$ cat src/rtl/cbd_defs.svh
// cbd_defs.svh: decode values, register offsets and timing figures of the console bus block
// assumes: included by the package and by the design file, by its bare name
`ifndef CBD_DEFS_SVH
`define CBD_DEFS_SVH
`define CBD_ABUS_W 11
`define CBD_DBUS_W 8
// region code, address bits 15:11
`define CBD_RGN_RAM 5'h00
`define CBD_RGN_IO 5'h01
`define CBD_RGN_ROM 5'h1F
// i/o offsets, address bits 2:0
`define CBD_IO_LED0 3'h0
`define CBD_IO_LED1 3'h1
`define CBD_IO_BEEP 3'h2
`define CBD_IO_KEY 3'h3
`define CBD_IO_SER_TX 3'h4
`define CBD_IO_SER_RX 3'h5
`define CBD_IO_SER_ST 3'h6
`define CBD_DISP_BASE 11'h7E0
`define CBD_DISP_LEN 16
`define CBD_KEY_COLS 9
`define CBD_KEY_ROWS 4
`define CBD_FIFO_DEPTH 32
`define CBD_CHAR_RST 16'h8000
`define CBD_COL_RST 9'h001
`define CBD_MEM_RST {11'h000, 4'hF}
// timing, in ns, and derived cycle counts
`define CBD_CLK_NS 10
`define CBD_SCAN_NS 1000000
`define CBD_REFR_NS 100000
`define CBD_TONE_NS 250000
`define CBD_SER_NS 10000
`define CBD_SCAN_CYC (`CBD_SCAN_NS / `CBD_CLK_NS)
`define CBD_REFR_CYC (`CBD_REFR_NS / `CBD_CLK_NS)
`define CBD_TONE_CYC (`CBD_TONE_NS / `CBD_CLK_NS)
`define CBD_SER_CYC (`CBD_SER_NS / `CBD_CLK_NS)
`endif

$ cat src/rtl/cbd_pkg.sv
// cbd_pkg: bus carriers and serial state type of the console bus block
// assumes: cbd_defs.svh on the include path
`include "cbd_defs.svh"
package cbd_pkg;
  // processor multiplexed port as seen by the block
  typedef struct packed {
    logic ale;
    logic rd_n;
    logic wr_n;
    logic [7:0] ahi;
    logic [`CBD_DBUS_W-1:0] ad;
  } cbd_cpu_t;
  // shared memory bus controls
  typedef struct packed {
    logic [`CBD_ABUS_W-1:0] addr;
    logic ram_cs_n;
    logic rom_oe_n;
    logic rd_n;
    logic wr_n;
  } cbd_mem_t;
  typedef enum logic [1:0] {
    SER_IDLE = 2'b00,
    SER_LOW = 2'b01,
    SER_HIGH = 2'b10
  } cbd_ser_t;
endpackage

$ cat src/rtl/cbd_top.sv
// cbd_top: console bus controller, memory manager, display fetch, keys, beeper, serial link
// assumes: processor port synchronous to core_clk; key rows and serial input are raw pins
`timescale 1ns/1ps
`include "cbd_defs.svh"

// ==========================================================
// fifo between display fetch and segment loading
module cbd_fifo #(
  parameter int W = 8,
  parameter int DEPTH = `CBD_FIFO_DEPTH
) (
  input wire logic clk,
  input wire logic rst_n,
  input wire logic [W-1:0] in_data,
  input wire logic in_valid,
  output logic in_ready,
  output logic [W-1:0] out_data,
  output logic out_valid,
  input wire logic out_ready
);
  localparam int AW = $clog2(DEPTH);
  logic [W-1:0] mem_q [DEPTH];
  logic [AW:0] wp_q, wp_d, rp_q, rp_d;
  logic push, pop;
  assign in_ready = (wp_q - rp_q) != (AW + 1)'(DEPTH);
  assign out_valid = wp_q != rp_q;
  assign out_data = mem_q[rp_q[AW-1:0]];
  always_comb begin
    push = in_valid & in_ready;
    pop = out_valid & out_ready;
    wp_d = wp_q + (AW + 1)'(push);
    rp_d = rp_q + (AW + 1)'(pop);
  end
  always_ff @(posedge clk or negedge rst_n) begin
    if (!rst_n) begin
      wp_q <= '0;
      rp_q <= '0;
    end else begin
      wp_q <= wp_d;
      rp_q <= rp_d;
    end
  end
  always_ff @(posedge clk) begin
    if (push) begin
      mem_q[wp_q[AW-1:0]] <= in_data;
    end
  end
endmodule // cbd_fifo

// ==========================================================
// top
module cbd_top import cbd_pkg::*; #(
  parameter int SCAN_CYC = `CBD_SCAN_CYC,
  parameter int REFR_CYC = `CBD_REFR_CYC,
  parameter int TONE_CYC = `CBD_TONE_CYC,
  parameter int SER_CYC = `CBD_SER_CYC,
  parameter int DISP_LEN = `CBD_DISP_LEN,
  parameter int FIFO_DEPTH = `CBD_FIFO_DEPTH
) (
  input wire logic core_clk,
  input wire logic arst_n,
  input wire cbd_cpu_t cpu_i,
  output logic [7:0] cpu_ad_o,
  output logic cpu_ad_oe_n,
  output cbd_mem_t mem_o,
  input wire logic [7:0] mem_d_i,
  output logic [7:0] mem_d_o,
  output logic mem_d_oe_n,
  output logic buf_to_cpu,
  output logic cpu_owns_bus,
  output logic led_stb,
  output logic [15:0] led,
  output logic [7:0] seg,
  output logic seg_load,
  output logic [DISP_LEN-1:0] char_pos,
  output logic beep,
  output logic [`CBD_KEY_COLS-1:0] key_col,
  input wire logic [`CBD_KEY_ROWS-1:0] key_row_i,
  input wire logic ser_rx_i,
  output logic ser_clk_o,
  output logic ser_tx_o
);
  localparam int PW = $clog2(DISP_LEN);
  localparam int NDIV = 4;
  localparam int D_SCAN = 0;
  localparam int D_REFR = 1;
  localparam int D_TONE = 2;
  localparam int D_SER = 3;
  localparam int DIV_LIM [NDIV] = '{SCAN_CYC, REFR_CYC, TONE_CYC, SER_CYC};

  function automatic logic [3:0] col_index(input logic [`CBD_KEY_COLS-1:0] oh);
    logic [3:0] idx;
    idx = 4'h0;
    for (int i = 0; i < `CBD_KEY_COLS; i++) begin
      if (oh[i]) idx = 4'(i);
    end
    return idx;
  endfunction

  // ==========================================================
  // reset release
  logic rst_s1_q, rst_n_q;
  always_ff @(posedge core_clk or negedge arst_n) begin
    if (!arst_n) begin
      rst_s1_q <= 1'b0;
      rst_n_q <= 1'b0;
    end else begin
      rst_s1_q <= 1'b1;
      rst_n_q <= rst_s1_q;
    end
  end

  // ==========================================================
  // rate dividers
  logic [23:0] div_q [NDIV];
  logic [23:0] div_d [NDIV];
  logic tick [NDIV];
  for (genvar g = 0; g < NDIV; g++) begin : g_div
    assign tick[g] = div_q[g] == 24'(DIV_LIM[g] - 1);
    always_comb begin
      div_d[g] = tick[g] ? 24'h000000 : div_q[g] + 24'h000001;
    end
    always_ff @(posedge core_clk or negedge rst_n_q) begin
      if (!rst_n_q) div_q[g] <= 24'h000000;
      else div_q[g] <= div_d[g];
    end
  end

  // ==========================================================
  // pin synchronisers: rows in 3:0, serial input in 4
  logic [4:0] s1_q, s2_q, s3_q, pin_f_q, pin_f_d;
  always_comb begin
    pin_f_d = (s2_q & s3_q) | (pin_f_q & (s2_q ^ s3_q));
  end
  always_ff @(posedge core_clk or negedge rst_n_q) begin
    if (!rst_n_q) begin
      s1_q <= 5'h00;
      s2_q <= 5'h00;
      s3_q <= 5'h00;
      pin_f_q <= 5'h00;
    end else begin
      s1_q <= {ser_rx_i, key_row_i};
      s2_q <= s1_q;
      s3_q <= s2_q;
      pin_f_q <= pin_f_d;
    end
  end

  // ==========================================================
  // bus controller and memory manager
  logic [7:0] alo_q, alo_d, io_rdata, mem_d_o_d, cpu_ad_o_d;
  logic [PW-1:0] dptr_q, dptr_d;
  logic [15:0] addr16;
  logic [10:0] cpu_addr;
  logic [2:0] sub;
  logic dma_pend_q, dma_pend_d, wr_prev_q, rd_prev_q;
  logic cpu_rd, cpu_wr, hit_ram, hit_rom, hit_io, io_wr, rx_take, dma_go;
  logic cpu_ad_oe_n_d, mem_d_oe_n_d, buf_to_cpu_d, owns_d;
  logic f_in_ready, f_out_valid, f_pop;
  logic [7:0] f_out_data;
  cbd_mem_t mem_d;
  assign addr16 = {cpu_i.ahi, alo_q};
  assign cpu_addr = addr16[10:0];
  always_comb begin
    cpu_rd = !cpu_i.rd_n;
    cpu_wr = !cpu_i.wr_n;
    sub = addr16[2:0];
    hit_ram = addr16[15:11] == `CBD_RGN_RAM;
    hit_io = addr16[15:11] == `CBD_RGN_IO;
    hit_rom = addr16[15:11] == `CBD_RGN_ROM;
    io_wr = cpu_wr & !wr_prev_q & hit_io;
    rx_take = cpu_rd & !rd_prev_q & hit_io & (sub == `CBD_IO_SER_RX);
    alo_d = cpu_i.ale ? cpu_i.ad : alo_q;
    dma_go = !cpu_i.ale & !cpu_rd & !cpu_wr & !dma_pend_q & f_in_ready;
    dma_pend_d = dma_go;
    dptr_d = dma_go ? dptr_q + PW'(1) : dptr_q;
    owns_d = cpu_i.ale | cpu_rd | cpu_wr;
    mem_d.addr = cpu_addr;
    mem_d.ram_cs_n = !((cpu_rd | cpu_wr) & hit_ram);
    mem_d.rom_oe_n = !(cpu_rd & !cpu_wr & hit_rom);
    mem_d.rd_n = !cpu_rd;
    mem_d.wr_n = !cpu_wr;
    if (dma_go) begin
      mem_d.addr = `CBD_DISP_BASE + 11'(dptr_q);
      mem_d.ram_cs_n = 1'b0;
      mem_d.rd_n = 1'b0;
    end
    buf_to_cpu_d = cpu_rd;
    cpu_ad_oe_n_d = !(cpu_rd & (hit_ram | hit_rom | hit_io));
    cpu_ad_o_d = hit_io ? io_rdata : mem_d_i;
    mem_d_oe_n_d = !cpu_wr;
    mem_d_o_d = cpu_i.ad;
  end
  always_ff @(posedge core_clk or negedge rst_n_q) begin
    if (!rst_n_q) begin
      alo_q <= 8'h00;
      dptr_q <= '0;
      dma_pend_q <= 1'b0;
      wr_prev_q <= 1'b0;
      rd_prev_q <= 1'b0;
      mem_o <= `CBD_MEM_RST;
      cpu_owns_bus <= 1'b0;
      buf_to_cpu <= 1'b0;
      cpu_ad_oe_n <= 1'b1;
      cpu_ad_o <= 8'h00;
      mem_d_oe_n <= 1'b1;
      mem_d_o <= 8'h00;
    end else begin
      alo_q <= alo_d;
      dptr_q <= dptr_d;
      dma_pend_q <= dma_pend_d;
      wr_prev_q <= cpu_wr;
      rd_prev_q <= cpu_rd;
      mem_o <= mem_d;
      cpu_owns_bus <= owns_d;
      buf_to_cpu <= buf_to_cpu_d;
      cpu_ad_oe_n <= cpu_ad_oe_n_d;
      cpu_ad_o <= cpu_ad_o_d;
      mem_d_oe_n <= mem_d_oe_n_d;
      mem_d_o <= mem_d_o_d;
    end
  end

  // ==========================================================
  // display fetch and drive
  cbd_fifo #(.W(8), .DEPTH(FIFO_DEPTH)) u_fifo (
    .clk(core_clk),
    .rst_n(rst_n_q),
    .in_data(mem_d_i),
    .in_valid(dma_pend_q),
    .in_ready(f_in_ready),
    .out_data(f_out_data),
    .out_valid(f_out_valid),
    .out_ready(tick[D_REFR])
  );
  logic [7:0] seg_d;
  logic seg_load_d;
  logic [DISP_LEN-1:0] char_d;
  always_comb begin
    f_pop = tick[D_REFR] & f_out_valid;
    seg_d = f_pop ? f_out_data : seg;
    seg_load_d = f_pop;
    char_d = f_pop ? {char_pos[DISP_LEN-2:0], char_pos[DISP_LEN-1]} : char_pos;
  end
  always_ff @(posedge core_clk or negedge rst_n_q) begin
    if (!rst_n_q) begin
      seg <= 8'h00;
      seg_load <= 1'b0;
      char_pos <= DISP_LEN'(`CBD_CHAR_RST >> (16 - DISP_LEN));
    end else begin
      seg <= seg_d;
      seg_load <= seg_load_d;
      char_pos <= char_d;
    end
  end

  // ==========================================================
  // leds, keys, beeper, serial link
  logic [15:0] led_d;
  logic [`CBD_KEY_COLS-1:0] col_d;
  logic [7:0] beep_cnt_q, beep_cnt_d, sh_q, sh_d, rx_sh_q, rx_sh_d, rx_buf_q, rx_buf_d;
  logic [3:0] bit_q, bit_d;
  logic led_stb_d, beep_d, rx_full_q, rx_full_d, rx_set, ser_clk_d, ser_tx_d;
  cbd_ser_t ser_st_q, ser_st_d;
  always_comb begin
    if (sub == `CBD_IO_KEY) io_rdata = {col_index(key_col), pin_f_q[3:0]};
    else if (sub == `CBD_IO_SER_RX) io_rdata = rx_buf_q;
    else if (sub == `CBD_IO_SER_ST) io_rdata = {6'h00, rx_full_q, ser_st_q != SER_IDLE};
    else io_rdata = 8'h00;
  end
  always_comb begin
    led_d = led;
    led_stb_d = io_wr & ((sub == `CBD_IO_LED0) | (sub == `CBD_IO_LED1));
    if (io_wr && sub == `CBD_IO_LED0) led_d[7:0] = cpu_i.ad;
    if (io_wr && sub == `CBD_IO_LED1) led_d[15:8] = cpu_i.ad;
    col_d = tick[D_SCAN] ? {key_col[`CBD_KEY_COLS-2:0], key_col[`CBD_KEY_COLS-1]} : key_col;
    beep_cnt_d = beep_cnt_q;
    beep_d = beep;
    if (tick[D_TONE] && beep_cnt_q != 8'h00) begin
      beep_cnt_d = beep_cnt_q - 8'h01;
      beep_d = !beep;
    end
    if (beep_cnt_q == 8'h00) beep_d = 1'b0;
    if (io_wr && sub == `CBD_IO_BEEP) beep_cnt_d = cpu_i.ad;
  end
  always_comb begin
    ser_st_d = ser_st_q;
    sh_d = sh_q;
    rx_sh_d = rx_sh_q;
    rx_buf_d = rx_buf_q;
    bit_d = bit_q;
    ser_clk_d = ser_clk_o;
    rx_set = 1'b0;
    case (ser_st_q)
      SER_IDLE: begin
        ser_clk_d = 1'b1;
        if (io_wr && sub == `CBD_IO_SER_TX) begin
          sh_d = cpu_i.ad;
          bit_d = 4'h8;
          ser_clk_d = 1'b0;
          ser_st_d = SER_LOW;
        end
      end
      SER_LOW: begin
        if (tick[D_SER]) begin
          ser_clk_d = 1'b1;
          ser_st_d = SER_HIGH;
        end
      end
      SER_HIGH: begin
        if (tick[D_SER]) begin
          // sample at the end of the bit: the input filter lags several cycles
          rx_sh_d = {rx_sh_q[6:0], pin_f_q[4]};
          sh_d = {sh_q[6:0], 1'b0};
          bit_d = bit_q - 4'h1;
          ser_clk_d = 1'b0;
          ser_st_d = SER_LOW;
          if (bit_q == 4'h1) begin
            ser_clk_d = 1'b1;
            ser_st_d = SER_IDLE;
            rx_buf_d = {rx_sh_q[6:0], pin_f_q[4]};
            rx_set = 1'b1;
          end
        end
      end
      default: ser_st_d = SER_IDLE;
    endcase
    ser_tx_d = sh_d[7];
    rx_full_d = rx_set | (rx_full_q & !rx_take);
  end
  always_ff @(posedge core_clk or negedge rst_n_q) begin
    if (!rst_n_q) begin
      led <= 16'h0000;
      led_stb <= 1'b0;
      key_col <= `CBD_COL_RST;
      beep_cnt_q <= 8'h00;
      beep <= 1'b0;
      ser_st_q <= SER_IDLE;
      sh_q <= 8'h00;
      rx_sh_q <= 8'h00;
      rx_buf_q <= 8'h00;
      rx_full_q <= 1'b0;
      bit_q <= 4'h0;
      ser_clk_o <= 1'b1;
      ser_tx_o <= 1'b0;
    end else begin
      led <= led_d;
      led_stb <= led_stb_d;
      key_col <= col_d;
      beep_cnt_q <= beep_cnt_d;
      beep <= beep_d;
      ser_st_q <= ser_st_d;
      sh_q <= sh_d;
      rx_sh_q <= rx_sh_d;
      rx_buf_q <= rx_buf_d;
      rx_full_q <= rx_full_d;
      bit_q <= bit_d;
      ser_clk_o <= ser_clk_d;
      ser_tx_o <= ser_tx_d;
    end
  end

  // ==========================================================
  // checks
  a_addr_latch: assert property (@(posedge core_clk) disable iff (!rst_n_q)
    (cpu_rd || cpu_wr) |=> mem_o.addr == $past(cpu_addr)) else $error("address not latched");
  a_ram_select: assert property (@(posedge core_clk) disable iff (!rst_n_q)
    ((cpu_rd || cpu_wr) && hit_ram) |=> !mem_o.ram_cs_n) else $error("ram not selected");
  a_rom_no_write: assert property (@(posedge core_clk) disable iff (!rst_n_q)
    !mem_o.rom_oe_n |-> $past(cpu_rd && !cpu_wr && hit_rom)) else $error("rom enabled wrongly");
  a_led_strobe: assert property (@(posedge core_clk) disable iff (!rst_n_q)
    (io_wr && sub == `CBD_IO_LED0) |=> led_stb && led[7:0] == $past(cpu_i.ad))
    else $error("led latch missed");
  a_led_hold: assert property (@(posedge core_clk) disable iff (!rst_n_q)
    !led_stb |-> led == $past(led)) else $error("led changed unstrobed");
  a_buf_dir: assert property (@(posedge core_clk) disable iff (!rst_n_q)
    cpu_rd ##1 cpu_rd |-> buf_to_cpu && mem_d_oe_n) else $error("buffer direction wrong");
  a_owner_flag: assert property (@(posedge core_clk) disable iff (!rst_n_q)
    cpu_owns_bus == $past(cpu_i.ale || !cpu_i.rd_n || !cpu_i.wr_n)) else $error("owner flag wrong");
  a_dma_idle: assert property (@(posedge core_clk) disable iff (!rst_n_q)
    dma_pend_q |-> !cpu_owns_bus && mem_o.addr == `CBD_DISP_BASE + 11'($past(dptr_q)))
    else $error("fetch in busy cycle");
  a_char_step: assert property (@(posedge core_clk) disable iff (!rst_n_q)
    seg_load |-> $onehot(char_pos) && char_pos != $past(char_pos)) else $error("position stuck");
  a_seg_load: assert property (@(posedge core_clk) disable iff (!rst_n_q)
    !seg_load |-> $stable(seg)) else $error("segments changed unloaded");
  a_beep_quiet: assert property (@(posedge core_clk) disable iff (!rst_n_q)
    (beep_cnt_q == 8'h00) |=> !beep) else $error("beep without count");
  a_ser_frame: assert property (@(posedge core_clk) disable iff (!rst_n_q)
    (io_wr && sub == `CBD_IO_SER_TX && ser_st_q == SER_IDLE) |=>
    !ser_clk_o && ser_tx_o == $past(cpu_i.ad[7])) else $error("serial frame start wrong");
  a_col_scan: assert property (@(posedge core_clk) disable iff (!rst_n_q)
    $onehot(key_col) and (!tick[D_SCAN] |=> $stable(key_col))) else $error("column scan wrong");
  a_key_read: assert property (@(posedge core_clk) disable iff (!rst_n_q)
    sub == `CBD_IO_KEY |-> io_rdata[7:4] == col_index(key_col)) else $error("key column index");
  a_regions: assert property (@(posedge core_clk) disable iff (!rst_n_q)
    $onehot0({!mem_o.rom_oe_n, led_stb, !mem_o.ram_cs_n && !dma_pend_q}))
    else $error("regions overlap");
endmodule // cbd_top

$ cat config.mk
export PLATFORM = sky130hd
export DESIGN_NAME = cbd_top
export DESIGN_NICKNAME = d
export VERILOG_FILES = /design/src/rtl/cbd_pkg.sv /design/src/rtl/cbd_top.sv
export VERILOG_INCLUDE_DIRS = /design/src /design/src/rtl
export SDC_FILE = /design/constraint.sdc
export NUM_CORES = 1
export LEC_CHECK = 0
export BUFFER_PORTS_ARGS = -buffer_cell sky130_fd_sc_hd__buf_2
export CAP_MARGIN = 20
export CORE_ASPECT_RATIO = 0.9
export CORE_MARGIN = 2
export CORE_UTILIZATION = 55
export CTS_CLUSTER_DIAMETER = 60
export DETAILED_ROUTE_END_ITERATION = 16
export PLACE_DENSITY = 0.81
export SYNTH_ARGS = -nofsm -noshare
export SYNTH_HDL_FRONTEND = slang
export SYNTH_SLANG_ARGS = --single-unit
$ cat constraint.sdc
create_clock -name core_clk -period 8.7 [get_ports core_clk]
set_clock_uncertainty 0.05 [all_clocks]
set_input_delay 1.74 -clock core_clk [delete_from_list [all_inputs] [get_ports core_clk]]
set_output_delay 1.74 -clock core_clk [all_outputs]
set_load 0.02 [all_outputs]
# After elaboration in Yosys (flattened, before gate mapping)
# Memories as Yosys holds them, arrays and structs flattened. A register that Yosys moved wholly into a read port is not among the register bits.
# Cells that the tools add are included.
[classes]
add_sub_neg = 11
n_eq_ne = 20
n_mul = 0
n_lt_le_gt_ge = 0
shifts = 0
n_bitwise = 28
n_div = 0
reduce_logical = 32
muxes = 42
[ops]
columns = ["cell", "count"]
rows = [
  ["24-bit by 1-bit adder with 24-bit output, second input constant", 4],
  ["24-bit two-way mux", 4],
  ["8-bit two-way mux", 7],
  ["24-bit by 10-bit == test with 1-bit output, second input constant", 1],
  ["24-bit by 14-bit == test with 1-bit output, second input constant", 1],
  ["24-bit by 15-bit == test with 1-bit output, second input constant", 1],
  ["24-bit by 17-bit == test with 1-bit output, second input constant", 1],
  ["1-bit AND", 17],
  ["8-bit one-hot mux with 2 select lines", 1],
  ["1-bit two-way mux", 13],
  ["6-bit by 1-bit adder with 6-bit output", 2],
  ["1-bit zero test", 12],
  ["12-bit two-way mux", 1],
  ["2-bit two-way mux", 6],
  ["3-bit two-way mux", 4],
  ["4-bit two-way mux", 3],
  ["3-bit AND reduction", 4],
  ["5-bit AND", 2],
  ["3-bit == test, second input constant", 3],
  ["8-bit zero test", 1],
  ["4-bit one-hot mux with 2 select lines", 1],
  ["2-bit nonzero test", 4],
  ["8-bit nonzero test", 1],
  ["8-bit by 1-bit subtractor with 8-bit output, second input constant", 1],
  ["25 further kinds", 38],
]
[word_totals]
ram_bits = 256
wordCells = 176
mem_count = 1
regBits = 261
latch_bits = 0
input_bits = 34
mem_bits_ro = 0
out_inout_bits = 89
[mem_list]
columns = ["memory", "depth", "word_bits", "read_ports", "rd_ports_with_merged_regs", "write_ports", "line", "source"]
rows = [
  ["u_fifo.mem_q", 32, 8, 1, 1, 1, "cbd_top.sv:22", "logic [W-1:0] mem_q [DEPTH];"],
]

# Logic depth before layout (Yosys ltp)
[depth]
ltp_word = 10
ltp_mapped = 12
mapped_depth_nobuf = 10

# Cells and area by module
# Synthesis repeated with hierarchy kept, for this count alone.
[unflattened]
hier_cells = 1514
area_unflattened_um2 = 21712.1
[by_module_without_submodules]
columns = ["mod", "seq_area_each_um2", "cells_each", "area_per_inst_um2", "instances"]
rows = [
  ["cbd_fifo", 7987.7, 629, 10900.5, 1],
  ["cbd_top", 6441.2, 885, 10811.6, 1],
]

# Least setup slack after synthesis
# OpenSTA, ideal clock, no wires.
[synth_path]
path_kind = "input -> register"
startpoint = "input cpu_i[12] (netlist bit)"
endpoint = "register led[10]"
arrival_time_ns = 3.405
stages = 6
path_buffers = 1
required_ns = 8.525
setup_time_ns = 0.125
setup_slack_ns = 5.120
cell_sequence = "nor4_1 > nand3_1 > nor3_1 > and2_1 > clkbuf_1 > mux2_2"
[synth_via]
elab_chain_cells = 3
[synth_rtl]
columns = ["item", "line", "source"]
rows = [
  ["start, declared", "cbd_top.sv:62", "input wire cbd_cpu_t cpu_i,"],
  ["5-bit by 1-bit == test with 1-bit output (no source line)", "-", ""],
  ["1-bit AND", "cbd_top.sv:171", "io_wr = cpu_wr & !wr_prev_q & hit_io;"],
  ["1-bit logical AND (no source line)", "-", ""],
  ["end signal, assigned", "cbd_top.sv:347", "led <= led_d;"],
  ["end, declared", "cbd_top.sv:72", "output logic [15:0] led,"],
]
# Every way passes these cells.
# A chain may end at the register's enable or synchronous reset.

# Worst setup path in the final report
[layout_path]
startpoint = "register u_fifo.rp_q[0]"
endpoint = "memory u_fifo.mem_q[14][5] (enable)"
[layout_via]
elab_chain_cells = 5
[layout_rtl]
columns = ["item", "line", "source"]
rows = [
  ["start, declared", "cbd_top.sv:23", "logic [AW:0] wp_q, wp_d, rp_q, rp_d;"],
  ["start signal, assigned", "cbd_top.sv:40", "rp_q <= rp_d;"],
  ["6-bit subtractor", "cbd_top.sv:25", "assign in_ready = (wp_q - rp_q) != (AW + 1)'(DEPTH);"],
  ["6-bit inequality test", "cbd_top.sv:25", ""],
  ["1-bit AND", "cbd_top.sv:29", "push = in_valid & in_ready;"],
  ["1-bit two-way mux", "cbd_top.sv:44", "if (push) begin"],
  ["1-bit two-way mux (not written as such)", "cbd_top.sv:45", "mem_q[wp_q[AW-1:0]] <= in_data;"],
  ["end, declared", "cbd_top.sv:22", ""],
]
# Every way passes these cells.

==> impl_results.md <==
- Outcome: completed
- Number of clock sinks seen by CTS: 525
- # resized after CTS: 0
- Number of filler cells placed in the layout: 2592
- Count leader, synth: sky130_fd_sc_hd__dfrtp_1
- First-pass GRT wire length: 68400 microns
- Final-layout setup total negative slack: 0 ns
- Global-route usage over all layers: 22.1%
- Data arrival, critical path: 4.05 ns
- Mapped Nets: 1415
- Post-route DRC: 0
- Register area: 14400 sq um
- Fraction of final layout cells sized beyond drive strength 1: 25.0%
- Area of the multi-input gates: 6250 sq um
- Worst voltage drop across the vdd grid: 0.155 mV
- DIE AREA: 39700 sq um
- Remaining antenna violation count: 0
- Row Count: 67
- Iter 0 DRT Violations: 910
- Remaining global-route overflow: 0
- Clock root buffer: sky130_fd_sc_hd__clkbuf_16
- DPL Wire Length: 26500 microns
- Final period util: 44.8%
- Cell internal pwr: 0.00420 W
- Pin count of the biggest net entering global routing: 168
- Relative slew slack: 37.3%
- Number of buffers added on ports: 122
- RSZ-0062 raised after global routing: no
- Power per cell area: 229 nW/um^2
- Ranking of synthesized cells by instance count: sky130_fd_sc_hd__dfrtp_1, sky130_fd_sc_hd__edfxtp_1, sky130_fd_sc_hd__nor2_1
- Layout overhead on the synthesized area: 13.8%
- Net switching power of the design: 0.00125 W
- Weighted congestion reported at the end of routability-driven placement: 0.854
- Net switching share of the total power: 23.0%
- Warning count from the yosys run: 0
- Worst endpoint required time: 8.85 ns
- Vertical extent of the die: 189 microns
- Min Clock Period, post-route: 3.90 ns
- Path type of the worst setup path: flop to flop
- Transition time at the pin with the least slew margin: 0.941 ns
- Vias per Instance: 5.94
- Dominant synthesized flop cell: sky130_fd_sc_hd__dfrtp_1
- Area share of the largest cell type after synthesis: 36.7%
- Setup-violating endpoint count in the final report: 0
- Yosys reg bits: 525
- Number of diodes: 0
- Maximum fanout along the worst path: 24
- Horizontal extent of the die: 210 microns
- Synth cell types: 60
- Clock input transition at the sequential cells of the worst setup and hold paths: 0.06 ns
- Post-Synthesis Mean Instance Area: 15.5 sq um
- Number of flops mapped to enable cells by yosys: 256
- Sequential share of power: 51.0%
- H-Tree Level Count: 2
- Count of boundary I/O pins: 123
- Number of max-slew violations in the final report: 0
- Initial antenna violation count: 0
- Crit path launch type: flop
- Endpoint type of the worst setup path: flop
- Total setup buffers inserted after CTS: 0
- Max clock buf depth: 3
- Clock latency at the later pin of the worst-skew pair: 0.57 ns
- Final number of hold-violating endpoints: 0
- Async S/R FF share, synth: 51.2%
- Biggest area consumer among synthesized cells: sky130_fd_sc_hd__edfxtp_1
- Initial DRT Pass Iterations: 5
- Final routed wirelength across all metal layers: 42600 microns
- Placeable core area: 37400 sq um
- Inserted Clock Buffers: 51
- Number of hold-repair buffers added at the cts stage: 0
- Max_cap viols: 0
- Cell types occupying the most area after synthesis: sky130_fd_sc_hd__edfxtp_1, sky130_fd_sc_hd__dfrtp_1, sky130_fd_sc_hd__mux4_2
- Clock power frac: 42.4%
- Number of nets in the final layout: 1558
- Vias after detailed routing: 12004
- Share of the yosys chip area belonging to registers: 68.9%
- Leakage component of the power: 9.48 nW
- Average wire per cell in the routed design: 21.1 microns
- Hold Path Class: flop to asynchronous set/reset pin
- Number of global-route vias before repair: 12119
- Overall power: 0.00545 W
- Initial core utilization: 56.0%
- Cells after Synth: 1354
- Post-synthesis instance area: 21000 sq um
- Proportion of power drawn by combinational gates: 6.6%
- CTS tree: done
- Worst reg2reg path depth: 7
- Max Fclk: 0.256 GHz
-- per-stage QoR --
step | cell area, sq um | std cells | util (%) | setup slack (ns) | hold slack (ns)
finish | 23900 | 2022 | 63.8 | 4.80 | 0.279
global route | 23900 | 2022 | 63.8 | 4.59 | 0.315
CTS | 23900 | 2022 | 63.8 | 4.84 | 0.298
detailed placement | 22100 | 1927 | 59.0 | 4.38 | 0.287
global placement | 22100 | 1927 | 59.0 | 4.43 | 0.287
floorplan | 21000 | 1354 | - | 0.612 | 0.281
-- area by class of cell --
cell class                      count  share of cell area [%]
Tap cell                          483                    2.53
Sequential cell                   525                    60.5
Inverter                           28                   0.441
Multi-Input combinational cell    762                    26.2
Clock buffer                       61                    5.77
Clock inverter                     34                    1.66
Timing Repair Buffer              129                    2.83
-- cell families (layout without fill, tap and decap cells) --
kind of cell	count (synthesis)	after routing	synth area share (%)
compound gates	109	109	3.30
xor+xnor	107	107	4.47
fa+ha+maj	27	27	1.61
buf+inv	67	252	1.33
flops	525	525	68.9
mux	151	151	11.5
other cells	1	1	0.0179
simple gates	367	367	8.92
-- worst max-delay path, cell delays in order (launching register included) --
cell                      delay, ns
sky130_fd_sc_hd__dfrtp_4       0.66
sky130_fd_sc_hd__ha_1          0.28
sky130_fd_sc_hd__nor2b_1       0.23
sky130_fd_sc_hd__o21ai_0       0.17
sky130_fd_sc_hd__a22o_1        0.29
sky130_fd_sc_hd__a41oi_1       0.47
sky130_fd_sc_hd__nand3_1       0.56
sky130_fd_sc_hd__nor2_1        0.80
-- per-layer routing --
| metal | global-route usage, % | vias up | routed length (microns) | part of all wire, % |
|---|---|---|---|---|
| met4 | 5.43 | 0 | 671 | 1.6 |
| li1 | - | 5349 | - | - |
| met5 | 0 | - | 0 | 0 |
| met3 | 3.60 | 55 | 2910 | 6.8 |
| met2 | 36.7 | 412 | 21100 | 50 |
| met1 | 31.1 | 6188 | 17900 | 42 |
-- flip-flops by register name (all words and copies together) (netlist names), 2 cells and up --
signal and flops:
char_pos 16, led 16, s1_q 5, s2_q 5
sh_q 8, bit_q 4, mem_o 14, s3_q 5
key_col 9, alo_q 8, dptr_q 4, beep_cnt_q 8
rx_buf_q 8, ser_st_q 2, pin_f_q 5, u_fifo.wp_q 6
u_fifo.mem_q 256, u_fifo.rp_q 6, div_q 96, seg 8
mem_d_o 8, cpu_ad_o 8, rx_sh_q 7
-- power by group through the flow --
stage | clock network, W | registers [W] | logic, W
detailed placement | 0 | 0.00283 | 0.000356
finish | 0.00231 | 0.00278 | 0.000361
CTS | 0.00234 | 0.00278 | 0.000360
floorplan | 0 | 0.00283 | 0.000226
global route | 0.00245 | 0.00279 | 0.000400
global placement | 0 | 0.00282 | 0.000337
-- cell usage in the layout, fill, tap and decap left out, types with 34 or more instances in the layout --
cell type	count
sky130_fd_sc_hd__buf_2	122
sky130_fd_sc_hd__clkbuf_16	53
sky130_fd_sc_hd__dfrtp_1	258
sky130_fd_sc_hd__edfxtp_1	256
sky130_fd_sc_hd__mux2_2	75
sky130_fd_sc_hd__mux4_2	64
sky130_fd_sc_hd__nand2_1	68
sky130_fd_sc_hd__nand3_1	58
sky130_fd_sc_hd__nor2_1	109
sky130_fd_sc_hd__o22ai_1	34
sky130_fd_sc_hd__xnor2_1	59
sky130_fd_sc_hd__xor2_1	48
-- final timing paths --
kind | start | end | slack, ns
min in group core_clk | s1_q[3] | s2_q[3] | 0.30
max | u_fifo.rp_q[0] | u_fifo.mem_q[14][5] | 4.80
max in group asynchronous | rst_n_q | u_fifo.rp_q[0] | 6.91
max reg2reg | u_fifo.rp_q[0] | u_fifo.mem_q[14][5] | 4.80
min | rst_n_q | key_col[6] | 0.28
min reg2reg | rst_n_q | key_col[6] | 0.28
Note: power is estimated with default switching activity, not from simulation.
